### src/logic/aao_alu_cfg.svh
`ifndef AAO_ALU_CFG_SVH
`define AAO_ALU_CFG_SVH

// Opcode patterns.
`define AAO_OP_ADD_LIT        8'h0f
`define AAO_OP_AND_LIT        8'h0b
`define AAO_OP_ADD_FILE       6'h09
`define AAO_OP_ADC_FILE       6'h08

// Field positions inside the instruction word.
`define AAO_BYTE_OP_HI        15
`define AAO_BYTE_OP_LO        8
`define AAO_FILE_OP_HI        15
`define AAO_FILE_OP_LO        10
`define AAO_DEST_BIT          9
`define AAO_BANK_BIT          8
`define AAO_FIELD_HI          7
`define AAO_FIELD_LO          0

// Addressing constants.
`define AAO_ACCESS_LIMIT      8'h5f
`define AAO_ACCESS_LOW_BANK   4'h0
`define AAO_ACCESS_HIGH_BANK  4'hf

// Reset values.
`define AAO_ACC_RST           8'h00
`define AAO_FLAG_RST          1'b0
`define AAO_INSTR_RST         16'h0000
`define AAO_ADDR_RST          12'h000

// Core clock cycles from the decode phase to the done pulse.
`define AAO_CYCLES_TO_DONE    4

`endif

### src/logic/aao_alu_pkg.sv
`default_nettype none

package aao_alu_pkg;

  typedef enum logic [4:0] {
    AAO_IDLE = 5'h01,
    AAO_DEC  = 5'h02,
    AAO_RD   = 5'h04,
    AAO_PROC = 5'h08,
    AAO_WR   = 5'h10
  } aao_phase_type;

  typedef enum logic [4:0] {
    AAO_OP_NONE    = 5'h01,
    AAO_OP_ADDLIT  = 5'h02,
    AAO_OP_ANDLIT  = 5'h04,
    AAO_OP_ADDFILE = 5'h08,
    AAO_OP_ADCFILE = 5'h10
  } aao_op_type;

  typedef struct packed {
    aao_phase_type phase;
    aao_op_type    op;
    logic [15:0]   instr;
    logic [7:0]    acc;
    logic          n;
    logic          ov;
    logic          z;
    logic          dc;
    logic          c;
    logic          n_new;
    logic          ov_new;
    logic          z_new;
    logic          dc_new;
    logic          c_new;
    logic [7:0]    result;
    logic [11:0]   addr;
    logic          indexed;
    logic          rd_en;
    logic          wr_en;
    logic          done;
    logic          unsupported;
  } aao_state_type;

endpackage : aao_alu_pkg

`default_nettype wire

### src/logic/aao_alu.sv
// The implementer's own choices: the strobed register port and the address map.
`include "aao_alu_cfg.svh"
`default_nettype none

// Contract
// - Add-with-carry to file sums accumulator, carry and file byte into the destination.
// - Add-with-carry to file decodes from upper six bits 001000.
// - Every add updates negative, overflow, carry, half carry and zero from its sum.
// - Destination bit clear: result goes to accumulator, file register untouched.
// - Destination bit set: result goes back to the file register instead.
// - Bank bit clear: the file address resolves inside the access bank.
// - Bank bit set: bank select register supplies the bank beside the file address.
// - Extended set with bank bit clear and address up to 95 uses indexed offset.
// - AND literal puts accumulator AND immediate byte into the accumulator.
// - AND literal decodes from upper byte 0000 1011, immediate in lower byte.
// - AND literal changes only negative and zero, other flags keep their value.
module aao_alu (
  input  wire logic        core_clk,
  input  wire logic        rst,
  input  wire logic        instr_valid,
  input  wire logic [15:0] instr_word,
  output logic             instr_ready,
  input  wire logic        ext_set_en,
  input  wire logic [3:0]  bank_select_register,
  output logic [11:0]      file_addr,
  output logic             file_indexed,
  output logic             file_rd_en,
  input  wire logic [7:0]  file_rd_data,
  output logic             file_wr_en,
  output logic [7:0]       file_wr_data,
  output logic [7:0]       accumulator,
  output logic             negative_flag,
  output logic             signed_wrap_flag,
  output logic             zero_flag,
  output logic             half_carry_flag,
  output logic             carry_flag,
  output logic             instr_done,
  output logic             instr_unsupported
);
  import aao_alu_pkg::*;

  aao_state_type st_q;
  aao_state_type st_d;

  logic [7:0] opa;
  logic [7:0] opb;
  logic       cin;
  logic [8:0] sum9;
  logic [4:0] lo5;
  logic [7:0] fld;
  logic       is_file;
  logic       is_add;

  always_comb begin
    opa     = st_q.acc;
    opb     = 8'h00;
    cin     = 1'b0;
    sum9    = 9'h000;
    lo5     = 5'h00;
    fld     = st_q.instr[`AAO_FIELD_HI:`AAO_FIELD_LO];
    is_file = (st_q.op == AAO_OP_ADDFILE) || (st_q.op == AAO_OP_ADCFILE);
    is_add  = is_file || (st_q.op == AAO_OP_ADDLIT);
    st_d        = st_q;
    st_d.rd_en  = 1'b0;
    st_d.wr_en  = 1'b0;
    st_d.done   = 1'b0;
    unique case (st_q.phase)
      AAO_IDLE: begin
        if (instr_valid) begin
          st_d.instr = instr_word;
          st_d.phase = AAO_DEC;
        end
      end
      AAO_DEC: begin
        if (st_q.instr[`AAO_BYTE_OP_HI:`AAO_BYTE_OP_LO] == `AAO_OP_ADD_LIT) begin
          st_d.op = AAO_OP_ADDLIT;
        end else if (st_q.instr[`AAO_BYTE_OP_HI:`AAO_BYTE_OP_LO] == `AAO_OP_AND_LIT) begin
          st_d.op = AAO_OP_ANDLIT;
        end else if (st_q.instr[`AAO_FILE_OP_HI:`AAO_FILE_OP_LO] == `AAO_OP_ADD_FILE) begin
          st_d.op = AAO_OP_ADDFILE;
        end else if (st_q.instr[`AAO_FILE_OP_HI:`AAO_FILE_OP_LO] == `AAO_OP_ADC_FILE) begin
          st_d.op = AAO_OP_ADCFILE;
        end else begin
          st_d.op = AAO_OP_NONE;
        end
        st_d.indexed = 1'b0;
        if (st_q.instr[`AAO_BANK_BIT]) begin
          st_d.addr = {bank_select_register, fld};
        end else if (ext_set_en && (fld <= `AAO_ACCESS_LIMIT)) begin
          st_d.indexed = 1'b1;
          st_d.addr    = {`AAO_ACCESS_LOW_BANK, fld};
        end else if (fld <= `AAO_ACCESS_LIMIT) begin
          st_d.addr = {`AAO_ACCESS_LOW_BANK, fld};
        end else begin
          st_d.addr = {`AAO_ACCESS_HIGH_BANK, fld};
        end
        st_d.rd_en = (st_d.op == AAO_OP_ADDFILE) || (st_d.op == AAO_OP_ADCFILE);
        st_d.phase = AAO_RD;
      end
      AAO_RD: begin
        st_d.phase = AAO_PROC;
      end
      AAO_PROC: begin
        // File data answers one cycle after the read strobe, so it is valid here.
        opb  = is_file ? file_rd_data : fld;
        cin  = (st_q.op == AAO_OP_ADCFILE) ? st_q.c : 1'b0;
        sum9 = {1'b0, opa} + {1'b0, opb} + {8'h00, cin};
        lo5  = {1'b0, opa[3:0]} + {1'b0, opb[3:0]} + {4'h0, cin};
        st_d.n_new  = st_q.n;
        st_d.ov_new = st_q.ov;
        st_d.z_new  = st_q.z;
        st_d.dc_new = st_q.dc;
        st_d.c_new  = st_q.c;
        st_d.result = st_q.acc;
        if (is_add) begin
          st_d.result = sum9[7:0];
          st_d.c_new  = sum9[8];
          st_d.dc_new = lo5[4];
          st_d.ov_new = (opa[7] == opb[7]) && (sum9[7] != opa[7]);
          st_d.n_new  = sum9[7];
          st_d.z_new  = (sum9[7:0] == 8'h00);
        end else if (st_q.op == AAO_OP_ANDLIT) begin
          st_d.result = opa & opb;
          st_d.n_new  = st_d.result[7];
          st_d.z_new  = (st_d.result == 8'h00);
        end
        st_d.wr_en = is_file && st_q.instr[`AAO_DEST_BIT];
        st_d.phase = AAO_WR;
      end
      AAO_WR: begin
        if (st_q.op != AAO_OP_NONE) begin
          st_d.n  = st_q.n_new;
          st_d.ov = st_q.ov_new;
          st_d.z  = st_q.z_new;
          st_d.dc = st_q.dc_new;
          st_d.c  = st_q.c_new;
        end
        if (!st_q.wr_en && (st_q.op != AAO_OP_NONE)) begin
          st_d.acc = st_q.result;
        end
        st_d.unsupported = (st_q.op == AAO_OP_NONE);
        st_d.done        = 1'b1;
        st_d.phase       = AAO_IDLE;
      end
      default: begin
        st_d.phase = AAO_IDLE;
      end
    endcase
  end

  always_ff @(posedge core_clk or posedge rst) begin
    if (rst) begin
      st_q.phase       <= AAO_IDLE;
      st_q.op          <= AAO_OP_NONE;
      st_q.instr       <= `AAO_INSTR_RST;
      st_q.acc         <= `AAO_ACC_RST;
      st_q.n           <= `AAO_FLAG_RST;
      st_q.ov          <= `AAO_FLAG_RST;
      st_q.z           <= `AAO_FLAG_RST;
      st_q.dc          <= `AAO_FLAG_RST;
      st_q.c           <= `AAO_FLAG_RST;
      st_q.n_new       <= `AAO_FLAG_RST;
      st_q.ov_new      <= `AAO_FLAG_RST;
      st_q.z_new       <= `AAO_FLAG_RST;
      st_q.dc_new      <= `AAO_FLAG_RST;
      st_q.c_new       <= `AAO_FLAG_RST;
      st_q.result      <= `AAO_ACC_RST;
      st_q.addr        <= `AAO_ADDR_RST;
      st_q.indexed     <= 1'b0;
      st_q.rd_en       <= 1'b0;
      st_q.wr_en       <= 1'b0;
      st_q.done        <= 1'b0;
      st_q.unsupported <= 1'b0;
    end else begin
      st_q <= st_d;
    end
  end

  assign instr_ready       = (st_q.phase == AAO_IDLE);
  assign file_addr         = st_q.addr;
  assign file_indexed      = st_q.indexed;
  assign file_rd_en        = st_q.rd_en;
  assign file_wr_en        = st_q.wr_en;
  assign file_wr_data      = st_q.result;
  assign accumulator       = st_q.acc;
  assign negative_flag     = st_q.n;
  assign signed_wrap_flag  = st_q.ov;
  assign zero_flag         = st_q.z;
  assign half_carry_flag   = st_q.dc;
  assign carry_flag        = st_q.c;
  assign instr_done        = st_q.done;
  assign instr_unsupported = st_q.unsupported;

  adc_sum_a: assert property (
    @(posedge core_clk) disable iff (rst)
    (st_q.phase == AAO_PROC) && (st_q.op == AAO_OP_ADCFILE)
    |=> st_q.result == 8'($past(file_rd_data) + $past(st_q.acc) + {7'h00, $past(st_q.c)}))
    else $error("add with carry result wrong");

  adc_decode_a: assert property (
    @(posedge core_clk) disable iff (rst)
    (st_q.phase == AAO_DEC) && (st_q.instr[15:10] == 6'h08)
    |=> (st_q.op == AAO_OP_ADCFILE) && file_rd_en)
    else $error("add with carry not decoded");

  add_flags_a: assert property (
    @(posedge core_clk) disable iff (rst)
    (st_q.phase == AAO_WR) && (st_q.op != AAO_OP_NONE) && (st_q.op != AAO_OP_ANDLIT)
    |=> (zero_flag == ($past(st_q.result) == 8'h00))
        && (negative_flag == $past(st_q.result[7])))
    else $error("add flags not taken from the sum");

  dest_acc_a: assert property (
    @(posedge core_clk) disable iff (rst)
    (st_q.phase == AAO_WR) && (st_q.op == AAO_OP_ADDFILE) && !st_q.instr[9]
    |-> !file_wr_en ##1 (accumulator == $past(st_q.result)))
    else $error("accumulator destination not honoured");

  dest_file_a: assert property (
    @(posedge core_clk) disable iff (rst)
    (st_q.phase == AAO_WR) && (st_q.op == AAO_OP_ADCFILE) && st_q.instr[9]
    |-> (file_wr_en && (file_wr_data == st_q.result)) ##1 $stable(accumulator))
    else $error("file destination not honoured");

  access_bank_a: assert property (
    @(posedge core_clk) disable iff (rst)
    (st_q.phase == AAO_RD) && file_rd_en && !st_q.instr[8] && !$past(ext_set_en)
    |-> !file_indexed && (file_addr[7:0] == st_q.instr[7:0])
        && (file_addr[11:8] == ((st_q.instr[7:0] <= 8'h5f) ? 4'h0 : 4'hf)))
    else $error("access bank address wrong");

  bank_reg_a: assert property (
    @(posedge core_clk) disable iff (rst)
    (st_q.phase == AAO_RD) && file_rd_en && st_q.instr[8]
    |-> !file_indexed && (file_addr == {$past(bank_select_register), st_q.instr[7:0]}))
    else $error("bank select address wrong");

  indexed_mode_a: assert property (
    @(posedge core_clk) disable iff (rst)
    (st_q.phase == AAO_RD) && file_rd_en
    |-> file_indexed == (!st_q.instr[8] && $past(ext_set_en) && (st_q.instr[7:0] <= 8'h5f)))
    else $error("indexed offset mode wrong");

  and_result_a: assert property (
    @(posedge core_clk) disable iff (rst)
    (st_q.phase == AAO_PROC) && (st_q.op == AAO_OP_ANDLIT)
    |=> ##1 (accumulator == ($past(st_q.acc, 2) & $past(st_q.instr[7:0], 2))))
    else $error("and literal result wrong");

  and_decode_a: assert property (
    @(posedge core_clk) disable iff (rst)
    (st_q.phase == AAO_DEC) && (st_q.instr[15:8] == 8'h0b)
    |=> (st_q.op == AAO_OP_ANDLIT) && !file_rd_en)
    else $error("and literal not decoded");

  and_flags_a: assert property (
    @(posedge core_clk) disable iff (rst)
    (st_q.phase == AAO_WR) && (st_q.op == AAO_OP_ANDLIT)
    |=> $stable(carry_flag) && $stable(half_carry_flag) && $stable(signed_wrap_flag)
        && (zero_flag == (accumulator == 8'h00)) && (negative_flag == accumulator[7]))
    else $error("and literal touched arithmetic flags");

  add_lit_a: assert property (
    @(posedge core_clk) disable iff (rst)
    (st_q.phase == AAO_PROC) && (st_q.op == AAO_OP_ADDLIT)
    |=> ##1 (accumulator == 8'($past(st_q.acc, 2) + $past(st_q.instr[7:0], 2)))
        && (carry_flag == ((9'($past(st_q.acc, 2)) + 9'($past(st_q.instr[7:0], 2))) > 9'h0ff)))
    else $error("add literal wrong");

  one_cycle_a: assert property (
    @(posedge core_clk) disable iff (rst)
    instr_valid && instr_ready
    |=> (st_q.phase == AAO_DEC) ##1 (st_q.phase == AAO_RD) ##1 (st_q.phase == AAO_PROC)
        ##1 (st_q.phase == AAO_WR) ##1 (instr_done && instr_ready))
    else $error("instruction phases out of order");

  read_pulse_a: assert property (
    @(posedge core_clk) disable iff (rst)
    file_rd_en |=> !file_rd_en ##1 !file_rd_en)
    else $error("file read strobe longer than one cycle");

  write_slot_a: assert property (
    @(posedge core_clk) disable iff (rst)
    file_rd_en |-> ##2 (file_wr_en == st_q.instr[`AAO_DEST_BIT]))
    else $error("file write not two cycles after the read");

  literal_no_file_a: assert property (
    @(posedge core_clk) disable iff (rst)
    (st_q.phase == AAO_RD) && ((st_q.op == AAO_OP_ADDLIT) || (st_q.op == AAO_OP_ANDLIT))
    |-> !file_rd_en ##2 !file_wr_en)
    else $error("literal instruction touched the file");

  done_pulse_a: assert property (
    @(posedge core_clk) disable iff (rst)
    instr_done |-> instr_ready ##1 !instr_done)
    else $error("done pulse malformed");

  add_file_sum_a: assert property (
    @(posedge core_clk) disable iff (rst)
    (st_q.phase == AAO_PROC) && (st_q.op == AAO_OP_ADDFILE)
    |=> st_q.result == 8'($past(file_rd_data) + $past(st_q.acc)))
    else $error("add to file result wrong");

  adc_carry_a: assert property (
    @(posedge core_clk) disable iff (rst)
    (st_q.phase == AAO_PROC) && (st_q.op == AAO_OP_ADCFILE)
    |=> st_q.c_new == ((9'($past(file_rd_data)) + 9'($past(st_q.acc))
                        + 9'($past(st_q.c))) > 9'h0ff))
    else $error("add with carry carry out wrong");

  half_carry_a: assert property (
    @(posedge core_clk) disable iff (rst)
    (st_q.phase == AAO_PROC) && (st_q.op == AAO_OP_ADDLIT)
    |=> st_q.dc_new == ((5'($past(st_q.acc[3:0])) + 5'($past(st_q.instr[3:0]))) > 5'h0f))
    else $error("half carry wrong");

  signed_wrap_a: assert property (
    @(posedge core_clk) disable iff (rst)
    (st_q.phase == AAO_PROC) && (st_q.op == AAO_OP_ADDLIT)
    |=> st_q.ov_new == (($past(st_q.acc[7]) == $past(st_q.instr[7]))
                        && (st_q.result[7] != $past(st_q.acc[7]))))
    else $error("signed wrap flag wrong");

  adc_to_acc_a: assert property (
    @(posedge core_clk) disable iff (rst)
    (st_q.phase == AAO_WR) && (st_q.op == AAO_OP_ADCFILE) && !st_q.instr[9]
    |-> !file_wr_en ##1 (accumulator == $past(st_q.result)))
    else $error("add with carry accumulator destination wrong");

  add_to_file_a: assert property (
    @(posedge core_clk) disable iff (rst)
    (st_q.phase == AAO_WR) && (st_q.op == AAO_OP_ADDFILE) && st_q.instr[9]
    |-> (file_wr_en && (file_wr_data == st_q.result)) ##1 $stable(accumulator))
    else $error("add to file destination wrong");

  unknown_op_a: assert property (
    @(posedge core_clk) disable iff (rst)
    (st_q.phase == AAO_WR) && (st_q.op == AAO_OP_NONE)
    |=> instr_unsupported && $stable(accumulator) && $stable(carry_flag)
        && $stable(zero_flag) && $stable(negative_flag))
    else $error("unsupported word changed state");

  bank_hold_a: assert property (
    @(posedge core_clk) disable iff (rst)
    (st_q.phase == AAO_PROC) || (st_q.phase == AAO_WR)
    |-> $stable(file_addr) && $stable(file_indexed))
    else $error("file address moved during the access");

endmodule : aao_alu

`default_nettype wire

### config.mk
export PLATFORM = sky130hd
export DESIGN_NAME = aao_alu
export DESIGN_NICKNAME = d
export VERILOG_FILES = /design/src/logic/aao_alu_pkg.sv /design/src/logic/aao_alu.sv
export VERILOG_INCLUDE_DIRS = /design/src /design/src/logic
export SDC_FILE = /design/constraint.sdc
export NUM_CORES = 1
export LEC_CHECK = 0
export BUFFER_PORTS_ARGS = -buffer_cell sky130_fd_sc_hd__buf_2
export CORE_MARGIN = 1
export CORE_UTILIZATION = 40
export CTS_CLUSTER_DIAMETER = 50
export DETAILED_ROUTE_END_ITERATION = 10
export GPL_ROUTABILITY_DRIVEN = 0
export HOLD_SLACK_MARGIN = 0.06
export MAX_ROUTING_LAYER = met4
export PLACE_DENSITY_LB_ADDON = 0.05
export SETUP_SLACK_MARGIN = 0.4
export SLEW_MARGIN = 15
export SYNTH_ARGS = -nofsm -noshare
export SYNTH_HDL_FRONTEND = slang
export SYNTH_SLANG_ARGS = --single-unit
### constraint.sdc
create_clock -name core_clk -period 3.91 [get_ports core_clk]
set_input_delay 0.391 -clock core_clk [delete_from_list [all_inputs] [get_ports core_clk]]
set_output_delay 0.391 -clock core_clk [all_outputs]
set_load 0.005 [all_outputs]
==> summary by stage <==
Outcome
The flow ran to the end, and the final reports show no timing, DRC or antenna violations.

STA
The setup TNS is 0 ps. The hold violation total from the final report is 0. The maximum clock frequency is 316.8 MHz.

The clock arrives with 9.495 ps of skew. Of the available clock period, the critical path in the final layout requires 0.8074. The worst slew slack as a fraction of its limit is 0.3811. The worst path meets setup with 753.1 ps of slack. The final-report setup violation count is 0. At the pin with the least slew margin, the transition time is 927.0 ps.

The minimum period implied by the final worst setup slack is 3157 ps. The number of pins exceeding their max-slew limit in the final report is 0. Setup repair after global routing left no endpoint under its margin.

Finish
The growth of design area from synthesis to finish is 14.41%. Measured on the finished design, the core utilization comes to 0.4716. The filler-free cell count of the finished design is 531.

Leaving out fill and tap cells, the most frequent cell in the layout is nand2_1. The multi-input logic area is 1559 sq um. In the layout the commonest cells are nand2_1, buf_2, dfrtp_1.

The number of nets in the layout is 461. The number of fill cells in the layout is 851. The number of antenna cells inserted is 0. The share of cells above drive strength 1 is 0.2600.

Summing all flip-flop and latch instances after layout gives 1729 sq um.

Floorplanning
For this configuration, the core starts out at a cell density of 0.4122. The overall die height is 96.80 microns. The die outline area is 9370 sq um. The total number of placement rows is 34. The width of the die is 96.80 microns. The area of the core region is 8721 sq um. The top-level port count is 71.

Placed design
The placed instance count is 514. The setup slack at placement is 542.6 ps. Detailed placement finished with a half-perimeter wire length of 5.963 mm. The count of buffers added on input and output ports is 70.

Worst setup path
The type of destination of the critical path is a register. The classification of the worst setup path is reg -> reg. The slowest cell on the critical path is fa_1. The critical path starts at st_q[61]$_DFFE_PP0P_. The start of the worst register-to-register path is st_q[61]$_DFFE_PP0P_. The critical path required time is 4150 ps. For this run, the slowest stage of the critical path takes 430 ps. Along the worst path, the maximum fanout reaches 4. The data arrival time of the worst path is 3390 ps.

The signal on the critical path passes through nor2_1 -> nand3b_1 -> mux2_2 -> inv_1 -> fa_1 -> fa_1 -> nor2b_1 -> o21ai_1 -> nand2_1 -> xor2_1 -> or4_1 -> o41ai_2. The critical path launch point type is a register. The cell repeated most along the worst path is fa_1.

Logic synthesis
Among all flip-flop cells after synthesis, the most frequent one is dfrtp_1. The cell area that synthesis handed to floorplanning was 3595 sq um. In the post-synthesis netlist, the biggest area contributors are dfrtp_1, nand2_1, buf_4. The register bit total from synthesis is 69. Each instance of the synthesized netlist takes up on average 9.663 sq um. The share of synthesized area in the top cell type comes to 0.4664. The count of distinct cell types in the synthesized netlist is 49. The cell count after synthesis is 372. The fraction of registers with async set or reset after synthesis is 1.000. For this run, the register share of the synthesized area comes to 0.4810. Synthesis produced a netlist with a net count of 414. The number of enable-type register cells in the synthesized netlist is 0.

Of all cell types, the one taking the most synthesized area is dfrtp_1. For this run, the number of Yosys warnings is 0.

Global routing
The initial antenna violation count is 0. The number of global-route vias before repair is 2,629. The overall fraction of global-route tracks in use is 0.1952. Entering global routing, the biggest net connects 45 pins. Summed over all layers, the global routing overflow is 0. The first global-routing pass estimated 13.91 mm of wire.

Drt
The average wire per standard cell is 15.43 microns. The vias per cell is 4.960. In this run the remaining antenna-violating nets after routing total 0. The first detailed-routing pass took 4 iterations. For this run, design rule violations remaining after detail routing come to 0.

The first routing iteration left 97 violations. Summed over all layers, the routed wires come to 8.193 mm. Across all layers, the routed design uses 2,634 vias.

Clock network
The TritonCTS clock tree is yes. The number of gates resized after CTS is 0. The clock transition at the register clock pins on the worst setup and hold paths after CTS is 80 ps. In this run, post-CTS hold repair placed 0 buffers. The clock reaches the later pin of the worst-skew pair after 340 ps.

The number of clock buffers added by TritonCTS is 9. The clock net sink count is 69. The largest buffer count on any clock path is 2. CTS built an H-tree with a depth of 3.

The clock root buffer master is clkbuf_8. Post-CTS timing repair inserted 0 buffers for setup.

Worst hold path
The worst hold path begins at instr_word[2]. The path category of the worst min-delay check is in -> reg.

Power
The maximum vdd ir drop is 0.0003022 V. The cell leakage power is 2.144 nW. The power density relative to cell area is 675.2 nW/um^2.

Job
Max-cap violations in this run came to 0.
## stage by stage
stage          hold slack, ps  power [mW]  cell area, sq um
2_1_floorplan           431.9       1.862              3595
3_3_place_gp            454.8       2.056              3852
4_1_cts                 219.1       2.805              4098
6_report                237.5       2.777              4113
3_5_place_dp            458.1       2.072              3852
5_1_grt                 221.8       2.994              4113
## logic make-up (layout without fill, tap and decap cells)
family | Yosys count | after routing | synth area share
buffers and inverters | 53 | 104 | 0.08528
multiplexers | 27 | 27 | 0.08354
adder cells (fa/ha/maj) | 10 | 10 | 0.03899
flip-flops | 69 | 69 | 0.4810
XOR/XNOR | 7 | 7 | 0.01706
AND/OR/NAND/NOR | 146 | 146 | 0.1859
AO/OA/AOI/OAI | 60 | 60 | 0.1082
## worst max-delay path: cells and delay by family (launching register included)
| family | cells | cell delay (ps) |
|---|---|---|
| flops | 1 | 410 |
| xor+xnor | 1 | 80 |
| buf+inv | 1 | 50 |
| fa+ha+maj | 2 | 850 |
| simple gates | 5 | 1080 |
| compound gates | 2 | 300 |
| mux | 1 | 270 |
## sequential cells by signal, summed over array words and instances, names as in the netlist
signal	cells
carry_flag	1
file_indexed	1
negative_flag	1
accumulator	8
instr_unsupported	1
instr_done	1
fld	8
signed_wrap_flag	1
st_q	23
file_wr_en	1
file_addr	12
file_wr_data	8
half_carry_flag	1
zero_flag	1
file_rd_en	1
## final cells by class
class                   count  share of cell area
clock buffers              10             0.03347
multi-input cells         250              0.3791
repair buffers             76             0.09614
inverters                  13             0.01186
well taps                 108             0.03286
flip-flops and latches     69              0.4204
clock inverters             5             0.02616
## power by group
part | total [mW] | switching (mW) | internal [mW] | leakage (nW)
clock | 0.721 | 0.280 | 0.441 | 0.123
sequential | 1.11 | 0.169 | 0.944 | 0.871
combinational | 0.943 | 0.519 | 0.424 | 1.15
## path summary, 6_finish.rpt
check | to | slack, ps | cells past startpoint
min reg2reg | st_q[67]$_DFFE_PP0P_ | 470 | 1
max in group asynchronous | st_q[59]$_DFFE_PP1P_ | 2710 | 3
min | fld[2]$_DFFE_PP0P_ | 240 | 3
max reg2reg | st_q[27]$_DFFE_PP0N_ | 750 | 12
max | st_q[27]$_DFFE_PP0N_ | 750 | 12
min in group asynchronous | negative_flag$_DFFE_PP0P_ | 250 | 2
## synth_stat cells (all sizes together), types with 2 or more instances
cell type  number
nand2          95
dfrtp          67
buf            30
mux2           24
o21ai          23
nor2           13
inv            12
a21oi          11
clkbuf         10
ha              8
nor3            8
nor2b           7
o31ai           7
a22o            6
xor2            5
mux2i           3
nand2b          3
or3             3
a211oi          2
and2            2
dfstp           2
fa              2
nand3           2
nand3b          2
nor3b           2
nor4            2
o211ai          2
o21a            2
xnor2           2
## per-layer routing
metal | routed length, microns | vias to the layer above | track usage
met5 | 0 | - | -
met4 | 68 | 0 | 0.06774
met3 | 336 | 7 | 0.03974
met2 | 3531 | 63 | 0.2714
met1 | 4257 | 1236 | 0.2822
li1 | - | 1328 | -
Note: power is estimated with default switching activity, not from simulation.
